`src/rtl/smc_map.vh`:
```
// Constants for the standby mode controller: register offsets, field
// positions, reset values, wait codes and settling counts.
// Assumes it is included once per compile unit by its bare name.
`ifndef SMC_MAP_VH
`define SMC_MAP_VH

// Register byte offsets on the AXI4-Lite bus
`define SMC_OFS_CLK_CTRL   4'h0
`define SMC_OFS_IT_MODE    4'h4
`define SMC_OFS_EI0_MODE   4'h8
`define SMC_OFS_STATUS     4'hc

// Processor clock control fields
`define SMC_PCC_SEL_LO     0
`define SMC_PCC_SEL_HI     1
`define SMC_PCC_HALT_BIT   2
`define SMC_PCC_STOP_BIT   3

// External interrupt 0 edge mode: noise eliminator bypass bit
`define SMC_EI0_BYPASS_BIT 2

// Reset values
`define SMC_PCC_RST        4'h0
`define SMC_ITM_RST        4'h0
`define SMC_EI0_RST        4'h0

// Interval timer mode wait codes (low three bits)
`define SMC_ITM_W20        3'h0
`define SMC_ITM_W17        3'h3
`define SMC_ITM_W15        3'h5
`define SMC_ITM_W13        3'h7

// Settling counts in main clock periods
`define SMC_WAIT_20        21'h100000
`define SMC_WAIT_17        21'h020000
`define SMC_WAIT_15        21'h008000
`define SMC_WAIT_13        21'h002000
`define SMC_WAIT_W         21

// Interrupt source positions in the request and enable vectors
`define SMC_SRC_BT         0
`define SMC_SRC_EXT0       1
`define SMC_SRC_EXT1       2
`define SMC_SRC_EXT4       3
`define SMC_SRC_SER        4
`define SMC_SRC_TMR        5
`define SMC_SRC_WATCH      6
`define SMC_SRC_KEY        7
`define SMC_NSRC           8

// AXI responses
`define SMC_RESP_OKAY      2'h0
`define SMC_RESP_SLVERR    2'h2

`endif

```
`src/rtl/smc_ctrl.v`:
```
// Standby mode controller with stop and halt modes and AXI4-Lite registers.
// Assumes the CPU pulses stop/halt execution and supplies request/enable flags.
//
// Our own choices: register access over AXI4-Lite and the register offsets.
`timescale 1ns/1ns
`include "smc_map.vh"
module smc_ctrl #(
   parameter P_WAIT_20    = `SMC_WAIT_20,
   parameter P_WAIT_17    = `SMC_WAIT_17,
   parameter P_WAIT_15    = `SMC_WAIT_15,
   parameter P_WAIT_13    = `SMC_WAIT_13,
   parameter P_RESET_LONG = 1
) (
   input  wire                 i_sys_clk,
   input  wire                 i_sys_rst,
   input  wire                 i_stop_exec,
   input  wire                 i_halt_exec,
   input  wire [`SMC_NSRC-1:0] i_irq_req,
   input  wire [`SMC_NSRC-1:0] i_irq_en,
   input  wire                 i_master_irq_en,
   input  wire                 i_ser_ext_clk_sel,
   input  wire                 i_tmr_ext_clk_sel,
   input  wire [3:0]           i_s_axi_awaddr,
   input  wire                 i_s_axi_awvalid,
   output reg                  o_s_axi_awready,
   input  wire [31:0]          i_s_axi_wdata,
   input  wire [3:0]           i_s_axi_wstrb,
   input  wire                 i_s_axi_wvalid,
   output reg                  o_s_axi_wready,
   output reg  [1:0]           o_s_axi_bresp,
   output reg                  o_s_axi_bvalid,
   input  wire                 i_s_axi_bready,
   input  wire [3:0]           i_s_axi_araddr,
   input  wire                 i_s_axi_arvalid,
   output reg                  o_s_axi_arready,
   output reg  [31:0]          o_s_axi_rdata,
   output reg  [1:0]           o_s_axi_rresp,
   output reg                  o_s_axi_rvalid,
   input  wire                 i_s_axi_rready,
   output reg                  o_osc_en,
   output reg                  o_cpu_clk_en,
   output reg                  o_cpu_rst_hold,
   output reg                  o_retain,
   output reg                  o_bt_run,
   output reg                  o_ser_run,
   output reg                  o_tmr_run,
   output reg                  o_ext0_run,
   output reg                  o_resume,
   output reg                  o_vector_ok,
   output reg  [1:0]           o_cpu_clk_sel
);
   // One-hot states
   localparam [4:0] ST_RST   = 5'h01;
   localparam [4:0] ST_RUN   = 5'h02;
   localparam [4:0] ST_HALT  = 5'h04;
   localparam [4:0] ST_STOP  = 5'h08;
   localparam [4:0] ST_SETL  = 5'h10;

   reg  [4:0]             state_reg;
   reg  [4:0]             state_next;
   reg  [3:0]             pcc_reg;
   reg  [3:0]             itm_reg;
   reg  [3:0]             ei0_reg;
   reg                    rst_load_reg;
   reg  [3:0]             aw_addr_reg;
   reg                    aw_have_reg;
   reg  [31:0]            w_data_reg;
   reg  [3:0]             w_strb_reg;
   reg                    w_have_reg;
   reg                    wait_load;
   reg  [`SMC_WAIT_W-1:0] wait_val;
   reg                    resume_next;
   wire                   wait_busy;
   wire                   wait_done;
   wire [`SMC_NSRC-1:0]   live_mask;
   wire [`SMC_NSRC-1:0]   fired;
   wire                   wake;
   wire                   wake_vec;
   wire                   wr_go;

   // Stop-mode wait picked by the interval timer mode field
   function [`SMC_WAIT_W-1:0] itm_wait;
      input [2:0] code;
      begin
         if (code == `SMC_ITM_W17)
            itm_wait = P_WAIT_17[`SMC_WAIT_W-1:0];
         else if (code == `SMC_ITM_W15)
            itm_wait = P_WAIT_15[`SMC_WAIT_W-1:0];
         else if (code == `SMC_ITM_W13)
            itm_wait = P_WAIT_13[`SMC_WAIT_W-1:0];
         else
            // Prohibited codes fall back to the longest, safest wait
            itm_wait = P_WAIT_20[`SMC_WAIT_W-1:0];
      end
   endfunction

   // Byte-lane merge of a 4-bit register from a 32-bit write
   function [3:0] lane_merge;
      input [3:0]  old;
      input [31:0] data;
      input [3:0]  strb;
      begin
         lane_merge = strb[0] ? data[3:0] : old;
      end
   endfunction

   // Sources still alive in stop mode; all are alive in halt mode
   // interval timer stopped
   assign live_mask[`SMC_SRC_BT]    = ~state_reg[3];
   assign live_mask[`SMC_SRC_EXT0]  = ~state_reg[3] | ei0_reg[`SMC_EI0_BYPASS_BIT];
   assign live_mask[`SMC_SRC_EXT1]  = 1'b1;
   assign live_mask[`SMC_SRC_EXT4]  = 1'b1;
   assign live_mask[`SMC_SRC_SER]   = ~state_reg[3] | i_ser_ext_clk_sel;
   assign live_mask[`SMC_SRC_TMR]   = ~state_reg[3] | i_tmr_ext_clk_sel;
   assign live_mask[`SMC_SRC_WATCH] = 1'b1;
   assign live_mask[`SMC_SRC_KEY]   = 1'b1;

   assign fired = i_irq_req & i_irq_en & live_mask;
   assign wake  = |fired;
   assign wake_vec = |(fired & ~((8'h01 << `SMC_SRC_WATCH) | (8'h01 << `SMC_SRC_KEY)));

   // Settling counter shared by reset and stop release
   smc_wait_cnt #(
      .W (`SMC_WAIT_W)
   ) u_wait (
      .i_sys_clk (i_sys_clk),
      .i_sys_rst (i_sys_rst),
      .i_load    (wait_load),
      .i_count   (wait_val),
      .o_busy    (wait_busy),
      .o_done    (wait_done)
   );

   // Next state and counter load
   always @* begin
      state_next  = state_reg;
      wait_load   = 1'b0;
      wait_val    = itm_wait(itm_reg[2:0]);
      resume_next = 1'b0;
      case (state_reg)
         ST_RST: begin
            wait_val  = (P_RESET_LONG != 0) ? P_WAIT_17[`SMC_WAIT_W-1:0] : P_WAIT_15[`SMC_WAIT_W-1:0];
            wait_load = rst_load_reg;
            if (wait_done) begin
               state_next = ST_RUN;
            end
         end
         ST_RUN: begin
            if (i_stop_exec) begin
               // pending request turns stop into settling wait, oscillator kept
               if (wake) begin
                  wait_load  = 1'b1;
                  state_next = ST_SETL;
               end else begin
                  state_next = ST_STOP;
               end
            end else if (i_halt_exec) begin
               // pending request ends halt at once
               if (wake) begin
                  resume_next = 1'b1;
               end else begin
                  state_next = ST_HALT;
               end
            end
         end
         ST_HALT: begin
            if (wake) begin
               resume_next = 1'b1;
               state_next  = ST_RUN;
            end
         end
         ST_STOP: begin
            if (wake) begin
               wait_load  = 1'b1;
               state_next = ST_SETL;
            end
         end
         ST_SETL: begin
            if (wait_done) begin
               resume_next = 1'b1;
               state_next  = ST_RUN;
            end
         end
         default: begin
            state_next = ST_RST;
         end
      endcase
   end

   // State and clock control register; reset forces the reset wait
   always @(posedge i_sys_clk or posedge i_sys_rst) begin
      if (i_sys_rst) begin
         state_reg    <= ST_RST;
         rst_load_reg <= 1'b1;
         pcc_reg      <= `SMC_PCC_RST;
      end else begin
         state_reg    <= state_next;
         rst_load_reg <= 1'b0;
         pcc_reg[`SMC_PCC_STOP_BIT] <= state_next[3] | (state_next[4] & state_reg != ST_RST);
         pcc_reg[`SMC_PCC_HALT_BIT] <= state_next[2];
         if (wr_go && aw_addr_reg == `SMC_OFS_CLK_CTRL && w_strb_reg[0]) begin
            // Only the clock select is software writable
            pcc_reg[1:0] <= w_data_reg[1:0];
         end
      end
   end

   // Registered block outputs
   always @(posedge i_sys_clk or posedge i_sys_rst) begin
      if (i_sys_rst) begin
         o_osc_en       <= 1'b1;
         o_cpu_clk_en   <= 1'b0;
         o_cpu_rst_hold <= 1'b1;
         o_retain       <= 1'b0;
         o_bt_run       <= 1'b1;
         o_ser_run      <= 1'b1;
         o_tmr_run      <= 1'b1;
         o_ext0_run     <= 1'b1;
         o_resume       <= 1'b0;
         o_vector_ok    <= 1'b0;
         o_cpu_clk_sel  <= 2'h0;
      end else begin
         o_osc_en       <= ~state_next[3];
         // CPU clock gated in every non-run state
         o_cpu_clk_en   <= state_next[1];
         o_cpu_rst_hold <= state_next[0];
         // freeze registers, memory and port latches
         o_retain       <= state_next[2] | state_next[3] | state_next[4];
         o_bt_run       <= ~state_next[3];
         // serial in stop only with external clock
         o_ser_run      <= ~state_next[3] | i_ser_ext_clk_sel;
         // timer in stop only with external input
         o_tmr_run      <= ~state_next[3] | i_tmr_ext_clk_sel;
         // interrupt 0 filter path stops in stop unless the noise eliminator bypass bit is set
         o_ext0_run     <= ~state_next[3] | ei0_reg[`SMC_EI0_BYPASS_BIT];
         o_resume       <= resume_next;
         // vector allowed only with master enable
         o_vector_ok    <= resume_next & i_master_irq_en & wake_vec;
         o_cpu_clk_sel  <= pcc_reg[1:0];
      end
   end

   // AXI write channels taken independently; response after both
   assign wr_go = aw_have_reg & w_have_reg & ~o_s_axi_bvalid;

   always @(posedge i_sys_clk or posedge i_sys_rst) begin
      if (i_sys_rst) begin
         aw_have_reg     <= 1'b0;
         aw_addr_reg     <= 4'h0;
         w_have_reg      <= 1'b0;
         w_data_reg      <= 32'h0000_0000;
         w_strb_reg      <= 4'h0;
         o_s_axi_awready <= 1'b0;
         o_s_axi_wready  <= 1'b0;
         o_s_axi_bvalid  <= 1'b0;
         o_s_axi_bresp   <= `SMC_RESP_OKAY;
         itm_reg         <= `SMC_ITM_RST;
         ei0_reg         <= `SMC_EI0_RST;
      end else begin
         // Ready offered one cycle ahead, withdrawn while holding
         o_s_axi_awready <= ~aw_have_reg & ~(o_s_axi_awready & i_s_axi_awvalid);
         o_s_axi_wready  <= ~w_have_reg & ~(o_s_axi_wready & i_s_axi_wvalid);
         if (o_s_axi_awready && i_s_axi_awvalid) begin
            aw_have_reg <= 1'b1;
            aw_addr_reg <= i_s_axi_awaddr;
         end
         if (o_s_axi_wready && i_s_axi_wvalid) begin
            w_have_reg <= 1'b1;
            w_data_reg <= i_s_axi_wdata;
            w_strb_reg <= i_s_axi_wstrb;
         end
         if (wr_go) begin
            aw_have_reg    <= 1'b0;
            w_have_reg     <= 1'b0;
            o_s_axi_bvalid <= 1'b1;
            o_s_axi_bresp  <= `SMC_RESP_OKAY;
            if (aw_addr_reg == `SMC_OFS_IT_MODE) begin
               // wait code stored for the next stop release
               itm_reg <= lane_merge(itm_reg, w_data_reg, w_strb_reg);
            end else if (aw_addr_reg == `SMC_OFS_EI0_MODE) begin
               ei0_reg <= lane_merge(ei0_reg, w_data_reg, w_strb_reg);
            end else if (aw_addr_reg == `SMC_OFS_CLK_CTRL) begin
               o_s_axi_bresp <= `SMC_RESP_OKAY;
            end else if (aw_addr_reg == `SMC_OFS_STATUS) begin
               o_s_axi_bresp <= `SMC_RESP_OKAY;
            end else begin
               o_s_axi_bresp <= `SMC_RESP_SLVERR;
            end
         end else if (o_s_axi_bvalid && i_s_axi_bready) begin
            o_s_axi_bvalid <= 1'b0;
         end
      end
   end

   // AXI read: one outstanding read, answer the cycle after the address
   always @(posedge i_sys_clk or posedge i_sys_rst) begin
      if (i_sys_rst) begin
         o_s_axi_arready <= 1'b0;
         o_s_axi_rvalid  <= 1'b0;
         o_s_axi_rdata   <= 32'h0000_0000;
         o_s_axi_rresp   <= `SMC_RESP_OKAY;
      end else begin
         o_s_axi_arready <= ~o_s_axi_rvalid & ~(o_s_axi_arready & i_s_axi_arvalid);
         if (o_s_axi_arready && i_s_axi_arvalid) begin
            o_s_axi_rvalid <= 1'b1;
            o_s_axi_rresp  <= `SMC_RESP_OKAY;
            if (i_s_axi_araddr == `SMC_OFS_CLK_CTRL) begin
               o_s_axi_rdata <= {28'h0000000, pcc_reg};
            end else if (i_s_axi_araddr == `SMC_OFS_IT_MODE) begin
               o_s_axi_rdata <= {28'h0000000, itm_reg};
            end else if (i_s_axi_araddr == `SMC_OFS_EI0_MODE) begin
               o_s_axi_rdata <= {28'h0000000, ei0_reg};
            end else if (i_s_axi_araddr == `SMC_OFS_STATUS) begin
               // State one-hot, counter busy, live wake sources
               o_s_axi_rdata <= {18'h00000, fired, wait_busy, state_reg};
            end else begin
               o_s_axi_rdata <= 32'h0000_0000;
               o_s_axi_rresp <= `SMC_RESP_SLVERR;
            end
         end else if (o_s_axi_rvalid && i_s_axi_rready) begin
            o_s_axi_rvalid <= 1'b0;
         end
      end
   end
endmodule

```
`src/rtl/smc_wait_cnt.v`:
```
// Settling wait counter: loads a count and pulses done when it expires.
// Assumes one clock; the count advances once per main clock period.
`timescale 1ns/1ns
module smc_wait_cnt #(
   parameter W = 21
) (
   input  wire         i_sys_clk,
   input  wire         i_sys_rst,
   input  wire         i_load,
   input  wire [W-1:0] i_count,
   output reg          o_busy,
   output reg          o_done
);
   reg [W-1:0] cnt_reg;

   // Down counter; a load restarts it even mid-count
   always @(posedge i_sys_clk or posedge i_sys_rst) begin
      if (i_sys_rst) begin
         cnt_reg <= {W{1'b0}};
         o_busy  <= 1'b0;
         o_done  <= 1'b0;
      end else if (i_load) begin
         cnt_reg <= i_count;
         o_busy  <= 1'b1;
         o_done  <= 1'b0;
      end else if (o_busy) begin
         // Done fires when the last of the loaded periods ends
         if (cnt_reg <= {{(W-1){1'b0}}, 1'b1}) begin
            o_busy <= 1'b0;
            o_done <= 1'b1;
         end else begin
            o_done <= 1'b0;
         end
         cnt_reg <= cnt_reg - {{(W-1){1'b0}}, 1'b1};
      end else begin
         o_done <= 1'b0;
      end
   end
endmodule

```
`config.mk`:
```
export PLATFORM = sky130hd
export DESIGN_NAME = smc_ctrl
export DESIGN_NICKNAME = d
export VERILOG_FILES = /design/src/rtl/smc_ctrl.v /design/src/rtl/smc_wait_cnt.v
export VERILOG_INCLUDE_DIRS = /design/src /design/src/rtl
export SDC_FILE = /design/constraint.sdc
export NUM_CORES = 1
export LEC_CHECK = 0
export BUFFER_PORTS_ARGS = -buffer_cell sky130_fd_sc_hd__buf_2
export CORE_ASPECT_RATIO = 1.4
export CORE_MARGIN = 2
export CORE_UTILIZATION = 45
export DETAILED_ROUTE_END_ITERATION = 10
export GPL_ROUTABILITY_DRIVEN = 1
export MAX_ROUTING_LAYER = met4
export PLACE_DENSITY = 0.8
export SLEW_MARGIN = 40
export SYNTH_ARGS = -nofsm -noshare
export SYNTH_HDL_FRONTEND = slang
export SYNTH_SLANG_ARGS = --single-unit
export TNS_END_PERCENT = 10
```
`constraint.sdc`:
```
create_clock -name i_sys_clk -period 3.3 [get_ports i_sys_clk]
set_input_delay 0.495 -clock i_sys_clk [delete_from_list [all_inputs] [get_ports i_sys_clk]]
set_output_delay 0.495 -clock i_sys_clk [all_outputs]
set_load 0.01 [all_outputs]
```
==> impl_metrics.tcl <==
set metrics [dict create \
    grt_max_degree 62 \
    whs_ns 0.197 \
    ys_seq_area_frac 0.520 \
    dp_hpwl_um 5660 \
    syn_area_per_cell_um2 11.2 \
    drive_above_1_share 0.305 \
    synthCells 349 \
    synth_top_area_frac 0.480 \
    synthArstFlopShare 1.00 \
    cp.arrival_ns 2.48 \
    startpoint_type "register" \
    n_antenna_cell 0 \
    status "completed" \
    post-cts-setup-buffers 0 \
    crit_start "state_reg[3]" \
    grt_pass1_vias 2693 \
    area_delta_synth_final_pct 16.6 \
    core_area_um2 8510 \
    synth_edf_count 0 \
    hold_buffers 0 \
    antenna_found_initial 0 \
    nets 495 \
    die_width_um 82.8 \
    cp.required_ns 3.51 \
    clk_latency_ns 0.34 \
    layout_common_cells "75 x dfrtp_1, 73 x buf_2, 33 x nor2_1" \
    reg2reg_from "state_reg[3]" \
    numCtsBuffers 9 \
    r2r_end "u_wait.cnt_reg[15]" \
    dieArea_um2 9460 \
    r2r_cells 5 \
    cts_tree "done" \
    path_clk_slew_ns 0.06 \
    vias 2827 \
    skew_ns 0.00803 \
    synth.area.top_cells "dfrtp_1 48%, mux2_2 5.5%, buf_4 4.2%" \
    drt_iter0_drc 241 \
    io_pins 125 \
    die_h_um 114 \
    synth_area_um2 3910 \
    cp_max_fo 21 \
    largest_reg_flops 21 \
    dp_slack_ns 1.05 \
    final_common_cell "dfrtp_1" \
    drc 0 \
    wirelength_um 7620 \
    vdd_drop_max_mv 0.441 \
    rrSetupSlack_ns 1.03 \
    ys_types 57 \
    tightestPinTransition_ns 0.650 \
    leakage_nw 2.15 \
    fin_setup_tns_ns 0 \
    cts_resized 0 \
    yosys_warnings 0 \
    num_rows 40 \
    finalCriticalPeriod_ns 2.27 \
    relSlewSlack 0.563 \
    gr-total-overflow 0 \
    finalCritPeriodShare 0.688 \
    cts_sinks 81 \
    p_per_area_nw_per_um2 740 \
    wire_per_inst_um 14.4 \
    cts_buffer_depth 2 \
    worstSetupPathType "reg2reg" \
    synthFlopType "dfrtp_1" \
    cts_root_buf "clkbuf_16" \
    hp-class "in2async" \
    rsz0062_at_grt "false" \
    grt.total_usage 0.173 \
    port_buffers 73 \
    h-tree-depth 3 \
    dr.pass1.iters 4 \
    drv_slew 0 \
    viasPerCell 5.32 \
    synth_seq_cells 81 \
    setup_violations 0 \
    drtAntennaViolNets 0 \
    initial_core_util 0.460 \
    crit_path_end_kind "register" \
    hold_viol 0 \
    crit_end "u_wait.cnt_reg[15]" \
    yosysTopAreaCell "dfrtp_1" \
    fmax_ghz 0.440 \
    maxCapViolCount 0 \
    grt_pass1_wl_um 12100 \
    globalplace.congestion 0.797 \
    worst_slack_ns 1.03 \
]
[cells in the mapped netlist (2+ instances only)]
master / instances
nor4_2: 3
o21bai_1: 2
a22o_1: 6
nor3_1: 9
a21oi_1: 12
a32o_1: 4
and3_1: 3
mux4_2: 3
nor2_1: 33
o21ai_0: 14
nor4_1: 4
or3_1: 2
nand3b_1: 5
nand2_1: 24
mux2i_1: 3
o211ai_1: 2
nand3_1: 9
nand2b_1: 6
xnor2_1: 13
and2_1: 2
inv_2: 2
a31oi_1: 2
dfrtp_1: 75
buf_6: 3
and3b_1: 4
buf_4: 22
mux2_2: 19
inv_1: 8
ha_1: 2
nor2b_1: 4
o31ai_1: 3
clkbuf_1: 8
dfstp_2: 6
xor2_1: 7
a22oi_1: 3
[power by group]
part	internal, mW	switching [mW]	total (mW)	leakage (nW)
logic	0.446	0.491	0.937	0.966
clock network	0.608	0.369	0.977	0.137
registers	1.24	0.221	1.46	1.04
total	2.29	1.08	3.37	2.15
[per-stage QoR]
stage | total power, mW | instance area (µm²) | util | instances
global route | 3.57 | 4560 | 0.536 | 531
finish | 3.37 | 4560 | 0.536 | 531
detailed placement | 2.41 | 4270 | 0.502 | 515
CTS | 3.41 | 4560 | 0.536 | 531
floorplan | 2.18 | 3990 | - | 369
global placement | 2.36 | 4260 | 0.501 | 515
[routing by layer]
metal  share of wire  global-route usage  up-vias
met5               0                   -        -
met4           0.027              0.0962        0
met3           0.043              0.0268       17
met2            0.54               0.288       86
met1            0.39               0.197     1392
li1                -                   -     1332
[how the worst min path moves through the flow]
stage	endpoint	slack (ns)	cells past startpoint
after global placement	o_cpu_clk_sel[1]	0.41	0
final	u_wait.cnt_reg[6]	0.20	2
after CTS	aw_addr_reg[2]	0.22	2
after floorplan	o_cpu_clk_sel[0]	0.37	0
after detailed placement	o_cpu_clk_sel[1]	0.41	0
after global routing	u_wait.cnt_reg[7]	0.25	2
[worst max-delay path, stage by stage (launching register included)]
cell and delay, ns:
dfrtp_1 0.61, nand2b_1 0.16, a2111oi_4 0.42, inv_2 0.11
o21ai_4 0.49, mux2_4 0.35
[final cells by class]
class                   count  area [µm²]
inverters                  10        42.5
repair buffers             75         380
flip-flops and latches     81        2030
multi-input cells         244        1680
clock inverters             2        37.5
fillers                   737        3950
well taps                 105         131
clock buffers              14         254
[kinds of logic (layout without fill, tap and decap cells)]
group	count (synthesis)	in the layout	synth area share
compound gates	58	58	0.108
flops	81	81	0.520
mux	26	26	0.0835
fa+ha+maj	2	2	0.00640
simple gates	117	117	0.167
xor+xnor	20	20	0.0448
buf+inv	44	101	0.0694
other cells	1	21	0.000959
(Power assumes the default switching activity.)
